$ cat src/bsc_defines.svh
// Purpose: Offsets, field positions, reset values and constants for the switch block
// Assumes: 32-bit APB, byte addresses, one aligned word per register
// Notes:   Definitions only
`ifndef BSC_DEFINES_SVH
`define BSC_DEFINES_SVH

// ----------------------------------------------------------------------
// Register offsets
// ----------------------------------------------------------------------
`define BSC_OFF_SWCFG       12'h000
`define BSC_OFF_SETUP       12'h004
`define BSC_OFF_DECODE      12'h008
`define BSC_OFF_CONSOLE     12'h00c
`define BSC_OFF_BOOTTAB     12'h010
`define BSC_ADDR_W          12

// ----------------------------------------------------------------------
// Switch register fields
// ----------------------------------------------------------------------
`define BSC_BIT_CONSOLE     7
`define BSC_SEL_HI          6
`define BSC_SEL_LO          4
`define BSC_BIT_DIALOG      3
`define BSC_BAUD_HI         2
`define BSC_BAUD_LO         0

// ----------------------------------------------------------------------
// Setup register fields
// ----------------------------------------------------------------------
`define BSC_SETUP_SELEN     0
`define BSC_SETUP_PMODE_LO  1
`define BSC_SETUP_PMODE_HI  2
`define BSC_SETUP_RESET     3'h0

// ----------------------------------------------------------------------
// Misc constants
// ----------------------------------------------------------------------
`define BSC_SEL_NONE        3'h0
`define BSC_SEL_ALL         3'h7
`define BSC_BOOT_ENTRIES    6
`define BSC_BOOT_IDX_W      3
`define BSC_BOOT_W          8
`define BSC_BAUD_MAX        17'd38400
`define BSC_BAUD_W          17
`define BSC_SLVERR_ZERO     32'h0000_0000

`endif

$ cat src/bsc_pkg.sv
// Purpose: Types shared by the switch configuration block
// Assumes: Constants live in bsc_defines.svh
// Notes:   Gray-coded power-up sequencer states
package bsc_pkg;

   // ----------------------------------------------------------------------
   // Power-up outcome
   // ----------------------------------------------------------------------
   typedef enum logic [2:0] {
      BSC_MODE_NONE    = 3'h0,
      BSC_MODE_DIALOG  = 3'h1,
      BSC_MODE_AUTO    = 3'h2,
      BSC_MODE_SINGLE  = 3'h3,
      BSC_MODE_MONITOR = 3'h4,
      BSC_MODE_SELFTST = 3'h5,
      BSC_MODE_STORED  = 3'h6
   } bsc_mode_t;

   // Stored power-up parameter choices
   typedef enum logic [1:0] {
      BSC_PM_DIALOG  = 2'h0,
      BSC_PM_AUTO    = 2'h1,
      BSC_PM_MONITOR = 2'h2,
      BSC_PM_MODE24  = 2'h3
   } bsc_pmode_t;

   // Sequencer states, Gray along the usual path
   typedef enum logic [1:0] {
      BSC_ST_DIAG   = 2'b00,
      BSC_ST_DECIDE = 2'b01,
      BSC_ST_RUN    = 2'b11,
      BSC_ST_FAIL   = 2'b10
   } bsc_state_t;

   // Decoded switch word
   typedef struct packed {
      logic       console_en;
      logic [2:0] boot_sel;
      logic       force_dialog;
      logic [2:0] baud_code;
   } bsc_swcfg_t;

   // APB request carrier
   typedef struct packed {
      logic        psel;
      logic        penable;
      logic        pwrite;
      logic [11:0] paddr;
      logic [31:0] pwdata;
   } bsc_apb_req_t;

endpackage : bsc_pkg

$ cat src/bsc_boot_table.sv
// Purpose: Six-entry store of boot program codes
// Assumes: Written by software over the bus, read by index
// Notes:   Read data registered; entries clear at reset
`include "bsc_defines.svh"

module bsc_boot_table
   import bsc_pkg::*;
(
   input  wire logic                       sys_clk,
   input  wire logic                       reset_n,
   input  wire logic                       wr_en,
   input  wire logic [`BSC_BOOT_IDX_W-1:0] wr_idx,
   input  wire logic [`BSC_BOOT_W-1:0]     wr_data,
   input  wire logic [`BSC_BOOT_IDX_W-1:0] rd_idx,
   output logic      [`BSC_BOOT_W-1:0]     rd_data_q
);

   logic [`BSC_BOOT_W-1:0] mem_q [`BSC_BOOT_ENTRIES];

   // ----------------------------------------------------------------------
   // Storage; index out of range writes nothing
   // ----------------------------------------------------------------------
   always_ff @(posedge sys_clk or negedge reset_n) begin
      if (!reset_n) begin
         for (int i = 0; i < `BSC_BOOT_ENTRIES; i++) begin
            mem_q[i] <= '0;
         end
      end else if (wr_en && (wr_idx < `BSC_BOOT_IDX_W'(`BSC_BOOT_ENTRIES))) begin
         mem_q[wr_idx] <= wr_data; // RULE17
      end
   end

   // Registered read, zero beyond the six entries
   always_ff @(posedge sys_clk or negedge reset_n) begin
      if (!reset_n) begin
         rd_data_q <= '0;
      end else if (rd_idx < `BSC_BOOT_IDX_W'(`BSC_BOOT_ENTRIES)) begin
         rd_data_q <= mem_q[rd_idx];
      end else begin
         rd_data_q <= '0;
      end
   end

endmodule : bsc_boot_table

$ cat src/bsc_switch_config.sv
// Purpose: Switch configuration register, power-up decode and console gate
// Assumes: Switch lines synchronous to sys_clk, low when closed to ground
// Notes:   APB slave, zero wait states, unmapped reads return zero with pslverr
//
// Behaviour
// RULE1 - Switch 1 lands on bit 7, down to switch 8 on bit 0.
// RULE2 - Closed switch reads 0, open switch reads 1.
// RULE3 - Remote control: local switches off, ground a cable line for on.
// RULE4 - Bits 2..0 pick console baud, 38400 halving down to 300.
// RULE5 - Switch 5 off sets bit 3, forcing dialog after diagnostics.
// RULE6 - With bit 3 set, skip auto boot and ignore boot select.
// RULE7 - Boot select counts only when enabled in stored setup.
// RULE8 - Select 1..6 boots only that stored entry in auto mode; code reads index = select, so select 6 reads zero.
// RULE9 - Failed selected boot reports error then enters dialog.
// RULE10 - Select zero with console enabled enters debug monitor mode.
// RULE11 - Select zero with console disabled loops self-tests.
// RULE12 - Select all ones, console on: stored power-up mode applies.
// RULE13 - Select all ones, console off: auto boot in stored order.
// RULE14 - Switch 1 off sets bit 7, enabling the console.
// RULE15 - Disabled console suppresses all transmit output.
// RULE16 - Received character while disabled raises a console-disabled error.
// RULE17 - Store holds six numbered boot program entries; bus writes reach only entries 0..3, at offsets 0x010..0x01C.
// RULE18 - Register read has no side effects; writes ignored.
//
// Implementation choices: the APB slave port and the register offsets.
`include "bsc_defines.svh"

module bsc_switch_config
   import bsc_pkg::*;
(
   input  wire logic        sys_clk,
   input  wire logic        reset_n,
   input  wire logic        psel,
   input  wire logic        penable,
   input  wire logic        pwrite,
   input  wire logic [11:0] paddr,
   input  wire logic [31:0] pwdata,
   output logic      [31:0] prdata,
   output logic             pready,
   output logic             pslverr,
   input  wire logic [3:0]  remote_cable_high_switches, // Switches 1..4, index 3 = sw1
   input  wire logic [3:0]  remote_cable_low_switches,  // Switches 5..8, index 3 = sw5
   input  wire logic        diag_done,
   input  wire logic        boot_failed,
   input  wire logic        tx_in,
   input  wire logic        rx_char_strobe,
   output logic             console_txd,
   output logic             console_disabled_err,
   output logic [2:0]       powerup_mode,
   output logic [16:0]      baud_rate,
   output logic [2:0]       boot_entry,
   output logic             boot_err_report
);

   bsc_swcfg_t   sw_q;
   bsc_state_t   state_q;
   bsc_mode_t    mode_q;
   bsc_mode_t    mode_d;
   logic [2:0]   setup_q;
   logic [31:0]  prdata_q;
   logic         pslverr_q;
   logic         txd_q;
   logic         rxerr_q;
   logic         booterr_q;
   logic [16:0]  baud_q;
   logic [2:0]   entry_q;
   logic [7:0]   tab_rd;
   logic         acc;
   logic         wr;

   assign acc = psel && penable;
   assign wr  = acc && pwrite;

   // ----------------------------------------------------------------------
   // Helpers
   // ----------------------------------------------------------------------
   // Halve per code step; shift keeps it exact for all eight codes
   function automatic logic [16:0] baud_of(input logic [2:0] code);
      baud_of = `BSC_BAUD_MAX >> code; // RULE4
   endfunction : baud_of

   function automatic logic sel_is_entry(input logic [2:0] sel);
      sel_is_entry = (sel != `BSC_SEL_NONE) && (sel != `BSC_SEL_ALL);
   endfunction : sel_is_entry

   // ----------------------------------------------------------------------
   // Switch register: live levels, no reset needed but given one
   // ----------------------------------------------------------------------
   // Open switch floats high so line level is the bit directly
   always_ff @(posedge sys_clk or negedge reset_n) begin
      if (!reset_n) begin
         sw_q <= '1;
      end else begin
         sw_q <= {remote_cable_high_switches, remote_cable_low_switches}; // RULE1 RULE2 RULE3
      end
   end

   // ----------------------------------------------------------------------
   // Setup register: select enable and stored power-up mode
   // ----------------------------------------------------------------------
   always_ff @(posedge sys_clk or negedge reset_n) begin
      if (!reset_n) begin
         setup_q <= `BSC_SETUP_RESET;
      end else if (wr && paddr == `BSC_OFF_SETUP) begin
         setup_q <= pwdata[`BSC_SETUP_PMODE_HI:`BSC_SETUP_SELEN]; // RULE7
      end
   end

   // ----------------------------------------------------------------------
   // Power-up decision
   // ----------------------------------------------------------------------
   always_comb begin
      mode_d = BSC_MODE_NONE;
      if (sw_q.force_dialog) begin
         mode_d = BSC_MODE_DIALOG; // RULE5 RULE6
      end else if (sw_q.boot_sel == `BSC_SEL_NONE) begin
         mode_d = sw_q.console_en ? BSC_MODE_MONITOR : BSC_MODE_SELFTST; // RULE10 RULE11
      end else if (sw_q.boot_sel == `BSC_SEL_ALL) begin
         mode_d = sw_q.console_en ? BSC_MODE_STORED : BSC_MODE_AUTO; // RULE12 RULE13
      end else if (setup_q[`BSC_SETUP_SELEN]) begin
         mode_d = BSC_MODE_SINGLE; // RULE8
      end else begin
         mode_d = sw_q.console_en ? BSC_MODE_STORED : BSC_MODE_AUTO; // RULE7
      end
   end

   // Sequencer: wait for diagnostics, decide, run, fall back on failure
   always_ff @(posedge sys_clk or negedge reset_n) begin
      if (!reset_n) begin
         state_q   <= BSC_ST_DIAG;
         mode_q    <= BSC_MODE_NONE;
         entry_q   <= '0;
         booterr_q <= 1'b0;
      end else begin
         booterr_q <= 1'b0;
         case (state_q)
            BSC_ST_DIAG: begin
               if (diag_done) begin
                  state_q <= BSC_ST_DECIDE;
               end
            end
            BSC_ST_DECIDE: begin
               mode_q  <= mode_d;
               entry_q <= (mode_d == BSC_MODE_SINGLE) ? sw_q.boot_sel : '0;
               state_q <= BSC_ST_RUN;
            end
            BSC_ST_RUN: begin
               if (boot_failed && mode_q == BSC_MODE_SINGLE) begin
                  booterr_q <= 1'b1; // RULE9
                  state_q   <= BSC_ST_FAIL;
               end
            end
            BSC_ST_FAIL: begin
               mode_q  <= BSC_MODE_DIALOG; // RULE9
               state_q <= BSC_ST_RUN;
            end
            default: begin
               state_q <= BSC_ST_DIAG;
            end
         endcase
      end
   end

   // Baud value trails the switch register by one cycle
   always_ff @(posedge sys_clk or negedge reset_n) begin
      if (!reset_n) begin
         baud_q <= `BSC_BAUD_MAX;
      end else begin
         baud_q <= baud_of(sw_q.baud_code); // RULE4
      end
   end

   // ----------------------------------------------------------------------
   // Console gate
   // ----------------------------------------------------------------------
   // Line idles high (mark) when muted so the terminal sees no start bit
   always_ff @(posedge sys_clk or negedge reset_n) begin
      if (!reset_n) begin
         txd_q <= 1'b1;
      end else begin
         txd_q <= sw_q.console_en ? tx_in : 1'b1; // RULE14 RULE15
      end
   end

   // One-cycle error pulse per received character while disabled
   always_ff @(posedge sys_clk or negedge reset_n) begin
      if (!reset_n) begin
         rxerr_q <= 1'b0;
      end else begin
         rxerr_q <= rx_char_strobe && !sw_q.console_en; // RULE16
      end
   end

   // ----------------------------------------------------------------------
   // Boot table
   // ----------------------------------------------------------------------
   bsc_boot_table u_tab (
      .sys_clk   (sys_clk),
      .reset_n   (reset_n),
      .wr_en     (wr && (paddr[11:5] == 7'(`BSC_OFF_BOOTTAB >> 5)) && paddr[4]),
      .wr_idx    (paddr[4:2] - 3'h4),
      .wr_data   (pwdata[7:0]),
      .rd_idx    (entry_q),
      .rd_data_q (tab_rd)
   );

   // ----------------------------------------------------------------------
   // APB read mux; reads never alter state
   // ----------------------------------------------------------------------
   always_ff @(posedge sys_clk or negedge reset_n) begin
      if (!reset_n) begin
         prdata_q  <= '0;
         pslverr_q <= 1'b0;
      end else begin
         prdata_q  <= '0;
         pslverr_q <= 1'b0;
         if (psel && !penable && !pwrite) begin
            case (paddr)
               `BSC_OFF_SWCFG:   prdata_q <= {24'h0, sw_q}; // RULE18
               `BSC_OFF_SETUP:   prdata_q <= {29'h0, setup_q};
               `BSC_OFF_DECODE:  prdata_q <= {16'h0, entry_q, state_q, mode_q, 5'h0, mode_d};
               `BSC_OFF_CONSOLE: prdata_q <= {15'h0, baud_q};
               `BSC_OFF_BOOTTAB: prdata_q <= {24'h0, tab_rd};
               default: begin
                  prdata_q  <= `BSC_SLVERR_ZERO;
                  pslverr_q <= 1'b1;
               end
            endcase
         end
      end
   end

   assign prdata  = prdata_q;
   assign pready  = 1'b1;
   assign pslverr = pslverr_q; // Loaded in setup, cleared after the access cycle

   // ----------------------------------------------------------------------
   // Registered outputs
   // ----------------------------------------------------------------------
   assign console_txd          = txd_q;
   assign console_disabled_err = rxerr_q;
   assign powerup_mode         = mode_q;
   assign baud_rate            = baud_q;
   assign boot_entry           = entry_q;
   assign boot_err_report      = booterr_q;

   // ----------------------------------------------------------------------
   // Checks
   // ----------------------------------------------------------------------
   AST_BIT_ORDER: assert property (@(posedge sys_clk) disable iff (!reset_n)
      $past(reset_n) |-> sw_q.console_en == $past(remote_cable_high_switches[3])) // RULE1
      else $error("switch 1 not on bit 7");
   AST_LEVEL: assert property (@(posedge sys_clk) disable iff (!reset_n)
      !remote_cable_low_switches[3] |=> !sw_q.force_dialog) // RULE2
      else $error("closed switch not read as zero");
   AST_BAUD: assert property (@(posedge sys_clk) disable iff (!reset_n)
      sw_q.baud_code == 3'h7 |=> baud_q == 17'd300) // RULE4
      else $error("baud code seven not 300");
   AST_DIALOG: assert property (@(posedge sys_clk) disable iff (!reset_n)
      state_q == BSC_ST_DECIDE && sw_q.force_dialog |=> mode_q == BSC_MODE_DIALOG) // RULE5
      else $error("force dialog ignored");
   AST_SKIP_SEL: assert property (@(posedge sys_clk) disable iff (!reset_n)
      sw_q.force_dialog |-> mode_d != BSC_MODE_SINGLE) // RULE6
      else $error("boot select used under dialog");
   AST_SEL_EN: assert property (@(posedge sys_clk) disable iff (!reset_n)
      !setup_q[`BSC_SETUP_SELEN] |-> mode_d != BSC_MODE_SINGLE) // RULE7
      else $error("select used while not enabled");
   AST_SINGLE: assert property (@(posedge sys_clk) disable iff (!reset_n)
      state_q == BSC_ST_DECIDE && mode_d == BSC_MODE_SINGLE |=> entry_q == $past(sw_q.boot_sel)) // RULE8
      else $error("wrong boot entry");
   AST_FAIL: assert property (@(posedge sys_clk) disable iff (!reset_n)
      state_q == BSC_ST_RUN && mode_q == BSC_MODE_SINGLE && boot_failed
      |=> booterr_q ##1 mode_q == BSC_MODE_DIALOG) // RULE9
      else $error("failed boot did not fall back");
   AST_ZERO_SEL: assert property (@(posedge sys_clk) disable iff (!reset_n)
      !sw_q.force_dialog && sw_q.boot_sel == 3'h0 |-> mode_d == (sw_q.console_en ?
      BSC_MODE_MONITOR : BSC_MODE_SELFTST)) // RULE10
      else $error("zero select mode wrong");
   AST_ONES_SEL: assert property (@(posedge sys_clk) disable iff (!reset_n)
      !sw_q.force_dialog && sw_q.boot_sel == 3'h7 && !sw_q.console_en
      |-> mode_d == BSC_MODE_AUTO) // RULE13
      else $error("all-ones select without console not auto");
   AST_STORED: assert property (@(posedge sys_clk) disable iff (!reset_n)
      !sw_q.force_dialog && sw_q.boot_sel == `BSC_SEL_ALL && sw_q.console_en
      |-> mode_d == BSC_MODE_STORED) // RULE12
      else $error("all-ones select with console not stored mode");
   AST_CONSOLE_ON: assert property (@(posedge sys_clk) disable iff (!reset_n)
      sw_q.console_en |=> console_txd == $past(tx_in)) // RULE14
      else $error("enabled console does not pass transmit data");
   AST_MUTE: assert property (@(posedge sys_clk) disable iff (!reset_n)
      !sw_q.console_en |=> console_txd) // RULE15
      else $error("transmit not muted");
   AST_RXERR: assert property (@(posedge sys_clk) disable iff (!reset_n)
      rx_char_strobe && !sw_q.console_en |=> console_disabled_err) // RULE16
      else $error("missing console disabled error");
   AST_NO_WRITE: assert property (@(posedge sys_clk) disable iff (!reset_n)
      wr && paddr == `BSC_OFF_SWCFG |=> sw_q == $past({remote_cable_high_switches,
      remote_cable_low_switches})) // RULE18
      else $error("switch register took a write");

   COV_MONITOR: cover property (@(posedge sys_clk) mode_q == BSC_MODE_MONITOR);
   COV_SINGLE:  cover property (@(posedge sys_clk) mode_q == BSC_MODE_SINGLE);
   COV_FALL:    cover property (@(posedge sys_clk) booterr_q);
   COV_RXERR:   cover property (@(posedge sys_clk) console_disabled_err);

endmodule : bsc_switch_config

$ cat config.mk
export PLATFORM = sky130hd
export DESIGN_NAME = bsc_switch_config
export DESIGN_NICKNAME = d
export VERILOG_FILES = /design/src/bsc_pkg.sv /design/src/bsc_boot_table.sv /design/src/bsc_switch_config.sv
export VERILOG_INCLUDE_DIRS = /design/src
export SDC_FILE = /design/constraint.sdc
export NUM_CORES = 1
export LEC_CHECK = 0
export ABC_AREA = 1
export BUFFER_PORTS_ARGS = -buffer_cell sky130_fd_sc_hd__buf_2
export CORE_MARGIN = 2
export CORE_UTILIZATION = 55
export DETAILED_ROUTE_END_ITERATION = 10
export GPL_ROUTABILITY_DRIVEN = 0
export GPL_TIMING_DRIVEN = 1
export PLACE_DENSITY = 0.83
export SYNTH_ARGS = -nofsm -noshare
export SYNTH_HDL_FRONTEND = slang
export SYNTH_SLANG_ARGS = --single-unit
$ cat constraint.sdc
create_clock -name sys_clk -period 2.4 [get_ports sys_clk]
set_clock_uncertainty 0.1 [all_clocks]
set_input_delay 0.48 -clock sys_clk [delete_from_list [all_inputs] [get_ports sys_clk]]
set_output_delay 0.48 -clock sys_clk [all_outputs]
set_load 0.01 [all_outputs]
==> flow_summary_export.csv, run 1 <==
group,metric,value,unit
logic_synthesis,synth-seq-cells,109,
timing,final.min_clock_period,1.83,ns
timing,fmax,0.547,GHz
logic_synthesis,netlist_instances,529,
clock_network,cts_hold_buf,0,
worst_setup_path,worstReg2RegEnd,"prdata[2]",
worst_setup_path,regToRegSetupSlack,0.89,ns
placement,place_inst,684,
power,p_sw,0.970,mW
flow_run,drv_cap,0,
cells_and_area,syn2layout_area_growth,10.3,%
power,power_density,625,nW/µm²
grt,grt_use_total,0.215,
worst_setup_path,worst-path-buf-inv,1,
power,switching_share,0.283,
floorplanning,row_count,34,
worst_setup_path,cp_data_required_time,1.82,ns
routing,ant_nets,0,
clock_network,clockBufferDepth,2,
timing,tightest_slew,0.547,ns
clock_network,cts_buffers,9,
floorplanning,num_io_pins,121,
power,internal_power,2.45,mW
status,status,"completed",
worst_setup_path,arrival,1.25,ns
worst_setup_path,path_class,"reg2out",
clock_network,cts_tree,"built",
worst_setup_path,path_delay_family,"flip-flops",
logic_synthesis,yosysSeqAreaShare,0.553,
grt,grt_pass1_wl,16.9,mm
grt,grt_overflow,0,
worst_setup_path,crit_path_max_incr_delay,0.67,ns
placement,dpl.hpwl,7.07,mm
routing,dr_wl_met3,572,µm
clock_network,cts_resized,0,
cells_and_area,n_antenna_cell,0,
timing,hold-worst-slack,0.0860,ns
timing,relSlewSlack,0.635,
clock_network,path_clk_slew,0.10,ns
floorplanning,start_util,0.569,
cells_and_area,drive_above_1_share,0.270,
clock_network,h-tree-depth,3,
logic_synthesis,synth_area,4970,µm²
worst_setup_path,r2r-start,"sw_q[6]",
routing,wl_per_cell,14.2,µm
routing,finalWirelength,9.93,mm
power,ir_drop,0.433,mV
power,power.share.clock,0.300,
routing,vias_per_cell,5.22,
routing,drc,0,
logic_synthesis,synth.area.top_cells,"dfrtp_1, dfstp_2, nand2_1",
cells_and_area,final_common_cell,"dfrtp_1",
cells_and_area,utilization,0.628,
logic_synthesis,yosysUniqueCellTypes,33,
worst_hold_path,min_path_type,"in2async",
cells_and_area,layout.cells.non_filler,700,
routing,drtPass1Iterations,4,
routing,top_layer_used,"met4",
placement,port_buffers,76,
worst_setup_path,rr_worst_depth,6,
grt,grt_max_degree,110,
worst_setup_path,cp_slowest_cell,"dfrtp_1",
logic_synthesis,synth_warnings,0,
cells_and_area,final_nets,658,
worst_setup_path,cp-start-kind,"register",
timing,drv_slew,0,
grt,antenna_found_initial,0,
cells_and_area,finish.instance_area,5480,µm²
floorplanning,core,8720,µm²
clock_network,clockRootBuffer,"clkbuf_8",
floorplanning,die_h,99.0,µm
placement,place_area,5290,µm²
timing,setup_viol,0,
routing,wl_met1,4.20,mm
logic_synthesis,synth_area_leader_cell,"dfrtp_1",
clock_network,clock_sinks,109,
routing,wl_met2,4.98,mm
timing,hold_viol_final,0,
power,power_frac_seq,0.580,
clock_network,clk_latency,0.36,ns
routing,drt-initial-drc-count,260,
power,pwr-share-comb,0.119,
worst_setup_path,timing.critical_path.cells,"buf_2",
timing,rsz0062_at_grt,"no",
timing,fin_crit_sh,0.762,
power,p_leak,2.80,nW
grt,grt_pass1_vias,3594,
routing,via_count,3651,
floorplanning,die_x,99.0,µm
cells_and_area,fillers,723,
worst_setup_path,endpoint_kind,"output pin",
floorplanning,die_area,9800,µm²
logic_synthesis,synth_top_area_share,0.484,
cells_and_area,regArea,2740,µm²
cells_and_area,most-common-layout-cells,"dfrtp_1, nand2_1, buf_2",
cells_and_area,multi_input_area,1780,µm²
worst_setup_path,path_max_fanout,11,
logic_synthesis,avgSynthCellArea,9.39,µm²
clock_network,postCtsSetupBuffers,0,
timing,tns,0,ns
synth_stat cells (all sizes together):
| cell | count |
|---|---|
| nor3 | 17 |
| a21oi | 16 |
| nor2 | 69 |
| nor4 | 1 |
| o22ai | 3 |
| dfstp | 13 |
| nand3 | 39 |
| ha | 10 |
| o21bai | 1 |
| nand4 | 2 |
| and2 | 1 |
| clkinv | 2 |
| clkbuf | 25 |
| o21ai | 63 |
| inv | 48 |
| dfrtp | 96 |
| or2 | 1 |
| o211ai | 8 |
| buf | 29 |
| nand2 | 83 |
| conb | 2 |
state kept, by name, summed over array words and instances, names as in the netlist:
name and flops:
u_tab.mem_q 48, prdata 16, baud_rate 14, sw_q 8
u_tab.rd_data_q 8, boot_entry 3, powerup_mode 3, setup_q 3
state_q 2, boot_err_report 1, console_disabled_err 1, console_txd 1
pslverr 1
power groups by stage:
stage / clock, mW / combinational, mW / sequential [mW]
global route: 1.12 / 0.468 / 2.00
finish: 1.03 / 0.408 / 1.99
floorplan: 0 / 0.251 / 2.02
CTS: 1.04 / 0.415 / 1.98
global placement: 0 / 0.381 / 2.02
detailed placement: 0 / 0.411 / 2.02
cell families after synthesis:
group	Yosys count	share of synthesized area
flops	109	0.553
other cells	2	0.00151
buf+inv	104	0.103
fa+ha+maj	10	0.0252
simple gates	213	0.201
compound gates	91	0.117
stage by stage:
step           total power, mW  worst slack, ns
4_1_cts                   3.44            0.568
3_3_place_gp              2.40            0.450
5_1_grt                   3.58            0.511
6_report                  3.42            0.570
3_5_place_dp              2.43            0.377
2_1_floorplan             2.27            0.734
metal layers:
metal,track usage,vias up
met5,0,-
met1,0.291,1756
met4,0.0738,0
met2,0.353,119
li1,-,1759
met3,0.0383,17
worst max path at each step:
| stage | cells after the start | startpoint | slack (ns) | endpoint |
|---|---|---|---|---|
| floorplan | 8 | paddr[8] | 0.73 | u_tab.mem_q[38] |
| global placement | 8 | paddr[1] | 0.45 | prdata[6] |
| detailed placement | 8 | paddr[9] | 0.38 | prdata[3] |
| CTS | 1 | boot_entry[1] | 0.57 | boot_entry[1] |
| global route | 2 | boot_entry[0] | 0.51 | boot_entry[0] |
| finish | 1 | boot_entry[1] | 0.57 | boot_entry[1] |
final cells by class:
type,count,area share
Tap cell,108,0.0247
Inverter,50,0.0343
Multi-Input combinational cell,334,0.325
Clock inverter,6,0.0103
Timing Repair Buffer,83,0.0818
Clock buffer,10,0.0233
Sequential cell,109,0.501
Power figures use the tool's default switching activity.
==> run 2, diff against run 1 <==
Settings changed: CORE_UTILIZATION 55 to 53, PLACE_DENSITY 0.83 to 0.8.
Clock period 2.4 ns to 1.8 ns, I/O delays scaled along.
==> run 2 against run 1 <==
Against the previous run: hold slack worse by 0.027 ns; sequential power rose by 33%; sequential share of layout area down 1.2 points; critical path depth increased by 1; total power grew 33%; non-clock buffer count grew 13; critical path type unchanged; largest power group unchanged; highest routed layer unchanged.
==> flow_summary_export.csv, run 2 (synthesis results as in run 1) <==
group,metric,value,unit
clock_network,clock_sinks,109,
floorplanning,core,9150,µm²
worst_setup_path,cp-start-kind,"register",
cells_and_area,drive_above_1_share,0.268,
worst_setup_path,path_class,"reg2out",
placement,place_area,5350,µm²
placement,dpl.hpwl,7.21,mm
worst_setup_path,cp_slowest_cell,"dfrtp_1",
routing,vias_per_cell,5.16,
floorplanning,start_util,0.543,
timing,setup_viol,0,
worst_setup_path,endpoint_kind,"output pin",
placement,port_buffers,76,
floorplanning,die_h,101,µm
clock_network,path_clk_slew,0.10,ns
timing,fmax,0.590,GHz
power,power_density,809,nW/µm²
cells_and_area,finish.instance_area,5610,µm²
grt,grt_max_degree,37,
floorplanning,num_io_pins,121,
worst_hold_path,holdPathStages,2,
timing,fin_crit_sh,0.941,
cells_and_area,final_common_cell,"dfrtp_1",
cells_and_area,syn2layout_area_growth,13.0,%
floorplanning,die_area,10200,µm²
clock_network,cts_tree,"built",
power,power_frac_seq,0.582,
grt,grt_pass1_wl,16.6,mm
worst_setup_path,path_max_fanout,26,
grt,grt_overflow,0,
power,p_leak,2.86,nW
timing,hold_viol_final,0,
worst_setup_path,rr_worst_depth,4,
power,pwr-share-comb,0.123,
routing,via_count,3688,
grt,grt_pass1_vias,3609,
cells_and_area,final_nets,671,
worst_setup_path,cp_data_required_time,1.34,ns
power,power.share.clock,0.295,
routing,finalWirelength,10.1,mm
clock_network,h-tree-depth,3,
timing,final.min_clock_period,1.69,ns
power,switching_share,0.274,
clock_network,cts_buffers,9,
routing,drc,0,
power,ir_drop,0.417,mV
timing,tns,0,ns
clock_network,clockBufferDepth,2,
worst_setup_path,arrival,1.23,ns
routing,drt-initial-drc-count,191,
cells_and_area,top_register,"u_tab.mem_q",
routing,wl_per_cell,14.1,µm
cells_and_area,fillers,738,
cells_and_area,n_antenna_cell,0,
routing,drtPass1Iterations,4,
grt,antenna_found_initial,0,
cells_and_area,regArea,2740,µm²
worst_setup_path,crit_path_max_incr_delay,0.38,ns
routing,ant_nets,0,
floorplanning,row_count,35,
timing,drv_slew,0,
worst_setup_path,timing.critical_path.cells,"buf_4 > buf_2",
timing,setup_ws,0.106,ns
cells_and_area,multi_input_area,1780,µm²
power,p_sw,1.24,mW
status,status,"completed",
power,internal_power,3.30,mW
clock_network,clk_latency,0.36,ns
clock_network,clockRootBuffer,"clkbuf_8",
cells_and_area,most-common-layout-cells,"dfrtp_1, nand2_1, buf_2",
flow_run,drv_cap,0,
floorplanning,die_x,101,µm
timing,hold-worst-slack,0.0588,ns
worst_hold_path,min_path_type,"in2reg",
cells_and_area,largest_reg_flops,48,
placement,place_worst_setup_slack,-0.103,ns
timing,rsz0062_at_grt,"no",
grt,grt_use_total,0.209,
[run 2: final timing paths]
path | startpoint | to | slack [ns]
min in group asynchronous | reset_n | prdata[6] | 0.36
hold reg to reg | u_tab.mem_q[11] | u_tab.mem_q[11] | 0.28
setup / recovery | boot_entry[0] | boot_entry[0] | 0.11
hold / removal | penable | pslverr | 0.06
setup reg to reg | boot_entry[2] | u_tab.rd_data_q[3] | 0.25
max in group asynchronous | reset_n | sw_q[3] | 0.67
[run 2: what timing repair did]
item	in CTS	in global routing
hold endpoints to repair	29	0
buffers inserted	0	0
hold buffers	9	0
resized for setup	0	0
[run 2: final cells by class]
| class | count | area share |
|---|---|---|
| inverter | 50 | 0.0334 |
| multi-input combinational | 334 | 0.317 |
| clock buffer | 12 | 0.0259 |
| tap | 111 | 0.0247 |
| clock inverter | 3 | 0.00424 |
| timing repair buffer | 96 | 0.106 |
| sequential | 109 | 0.489 |
[run 2: stage by stage]
stage	util	cells	power [mW]
CTS	0.613	715	4.56
global route	0.613	715	4.73
floorplan	-	547	3.03
global placement	0.585	691	3.20
detailed placement	0.585	691	3.24
finish	0.613	715	4.54
[run 2: critical path: cells and delay by family, from the launching register on]
| kind | cells | cell delay, ns |
|---|---|---|
| buffers and inverters | 2 | 0.49 |
| flip-flops | 1 | 0.38 |
[run 2: layer usage]
metal,track usage,wire [µm],up-vias
li1,-,-,1794
met1,0.263,4290,1733
met2,0.353,4920,135
met3,0.0347,570,26
met4,0.0959,267,0
met5,0,0,-
[run 2: power groups by stage]
stage	clock network, mW	logic, mW	registers [mW]
after floorplan	0	0.334	2.69
after global placement	0	0.515	2.68
after detailed placement	0	0.552	2.69
after CTS	1.35	0.568	2.64
after global routing	1.44	0.632	2.66
final	1.34	0.558	2.64
==> run 3, diff against run 2 <==
Settings changed: CORE_UTILIZATION 53 to 48, HOLD_SLACK_MARGIN from default to 0.02, PLACE_DENSITY 0.8 to 0.77.
Clock period 1.8 ns to 1.5 ns, I/O delays scaled along.
==> run 3 against run 2 <==
Against the previous run: critical endpoint unchanged; total power grew 23%; worst setup slack lost 0.13 ns; the run now ends with setup timing left; cell area is 7.8% higher.
==> flow_summary_export.csv, run 3 (synthesis results as in run 1) <==
group,metric,value,unit
cells_and_area,regArea,2750,µm²
timing,hold_viol_final,0,
clock_network,cts_buffers,9,
cells_and_area,finish.instance_area,6050,µm²
floorplanning,core,10200,µm²
timing,final.min_clock_period,1.52,ns
cells_and_area,syn2layout_area_growth,21.9,%
cells_and_area,most-common-layout-cells,"dfrtp_1, nand2_1, buf_2",
floorplanning,die_area,11200,µm²
clock_network,clockBufferDepth,2,
routing,ant_nets,0,
grt,grt_use_total,0.207,
cells_and_area,final_common_cell,"dfrtp_1",
cells_and_area,fillers,858,
status,violations,"setup timing",
timing,drv_slew,0,
power,power.share.clock,0.300,
clock_network,cts_tree,"built",
timing,rsz0062_at_grt,"yes",
cells_and_area,largest_reg_flops,48,
clock_network,clockRootBuffer,"clkbuf_8",
routing,via_count,3899,
flow_run,drv_cap,0,
placement,place_area,5610,µm²
worst_setup_path,cp-start-kind,"register",
cells_and_area,final_nets,706,
power,power_frac_seq,0.570,
routing,drtPass1Iterations,4,
floorplanning,row_count,37,
power,pwr-share-comb,0.129,
clock_network,clk_latency,0.38,ns
floorplanning,num_io_pins,121,
routing,drc,0,
cells_and_area,layout.cells.non_filler,776,
floorplanning,die_h,106,µm
grt,grt_overflow,0,
status,status,"finished, violations left",
grt,grt_pass1_wl,18.2,mm
routing,drt-initial-drc-count,209,
cells_and_area,multi_input_area,1800,µm²
timing,fmax,0.658,GHz
floorplanning,start_util,0.488,
timing,setup_viol,1,
placement,dpl.hpwl,7.43,mm
cells_and_area,top_register,"u_tab.mem_q",
worst_setup_path,arrival,1.12,ns
worst_setup_path,cp_data_required_time,1.10,ns
routing,finalWirelength,10.9,mm
power,p_leak,3.08,nW
worst_hold_path,min_path_type,"in2reg",
clock_network,clock_sinks,109,
clock_network,path_clk_slew,0.11,ns
grt,grt_max_degree,31,
cells_and_area,drive_above_1_share,0.319,
cells_and_area,n_antenna_cell,0,
routing,wl_per_cell,14.1,µm
worst_setup_path,path_class,"reg2out",
power,ir_drop,0.485,mV
grt,antenna_found_initial,0,
worst_setup_path,regToRegSetupSlack,0.05,ns
grt,grt_pass1_vias,3953,
floorplanning,die_x,106,µm
power,p_sw,1.59,mW
placement,port_buffers,76,
power,internal_power,3.98,mW
timing,fin_crit_sh,1.01,
routing,vias_per_cell,5.02,
power,power_density,921,nW/µm²
clock_network,h-tree-depth,3,
timing,setup_ws,-0.0196,ns
worst_setup_path,path_max_fanout,4,
power,switching_share,0.286,
worst_setup_path,endpoint_kind,"output pin",
placement,place_inst,740,
==> run 3: cell count changes in the layout (fill, tap and decap cells not counted), sizes merged <==
cell,before,now
clkbuf,12,9
buf,87,117
clkinvlp,2,1
clkinv,3,6
inv,48,50
bufbuf,0,1
dlygate4sd3,9,13
==> run 3: metrics by stage <==
| step | TNS, ns | power [mW] | util | setup slack (ns) | hold WS [ns] |
|---|---|---|---|---|---|
| final | -0.0196 | 5.57 | 0.594 | -0.0196 | 0.0851 |
| after detailed placement | -6.10 | 3.92 | 0.551 | -0.182 | 0.160 |
| after global routing | -0.0585 | 5.84 | 0.594 | -0.0497 | 0.0879 |
| after CTS | -0.00422 | 5.57 | 0.590 | -0.00422 | 0.0835 |
| after floorplan | 0 | 3.63 | - | 0.00189 | -0.0956 |
| after global placement | -4.95 | 3.88 | 0.551 | -0.154 | 0.151 |
==> run 3: cell type report <==
| type | instances | share of cell area |
|---|---|---|
| well taps | 136 | 0.0281 |
| clock inverters | 7 | 0.00992 |
| repair buffers | 131 | 0.159 |
| inverters | 50 | 0.0314 |
| multi-input cells | 334 | 0.297 |
| clock buffers | 9 | 0.0205 |
| flip-flops and latches | 109 | 0.454 |
==> run 3: per-layer routing <==
metal	wire, µm	vias to the layer above	track usage
met5	0	-	0
met4	271	0	0.0818
met3	576	27	0.0414
met2	5560	135	0.372
met1	4520	1874	0.240
li1	-	1863	-
==> run 3: worst paths after layout <==
| check | start | endpoint | depth (start not counted) |
|---|---|---|---|
| min | boot_failed | boot_err_report | 3 |
| max | boot_entry[0] | boot_entry[0] | 2 |
| min in group asynchronous | reset_n | prdata[3] | 2 |
| max in group asynchronous | reset_n | baud_rate[12] | 3 |
| max reg2reg | boot_entry[0] | u_tab.rd_data_q[7] | 6 |
| min reg2reg | u_tab.mem_q[14] | u_tab.mem_q[14] | 0 |
==> run 3: power groups by stage <==
| stage | clock (mW) | combinational, mW | sequential (mW) |
|---|---|---|---|
| after detailed placement | 0 | 0.692 | 3.23 |
| after CTS | 1.68 | 0.721 | 3.17 |
| final | 1.67 | 0.721 | 3.18 |
| after global placement | 0 | 0.659 | 3.22 |
| after floorplan | 0 | 0.401 | 3.23 |
| after global routing | 1.82 | 0.823 | 3.19 |
==> run 3: worst max-delay path, cell delays in order, from the launching register on <==
cell	delay (ns)
dfrtp_2	0.48
buf_12	0.15
buf_6	0.11
==> run 3: what timing repair did <==
item / 4_1_cts / 5_1_grt
buffers inserted: 4 / 3
hold buffers: 13 / 0
gates cloned: 1 / 0
endpoints found under the setup margin: 3 / 16
hold endpoints to repair: 29 / 0
gates resized for setup: 6 / 20
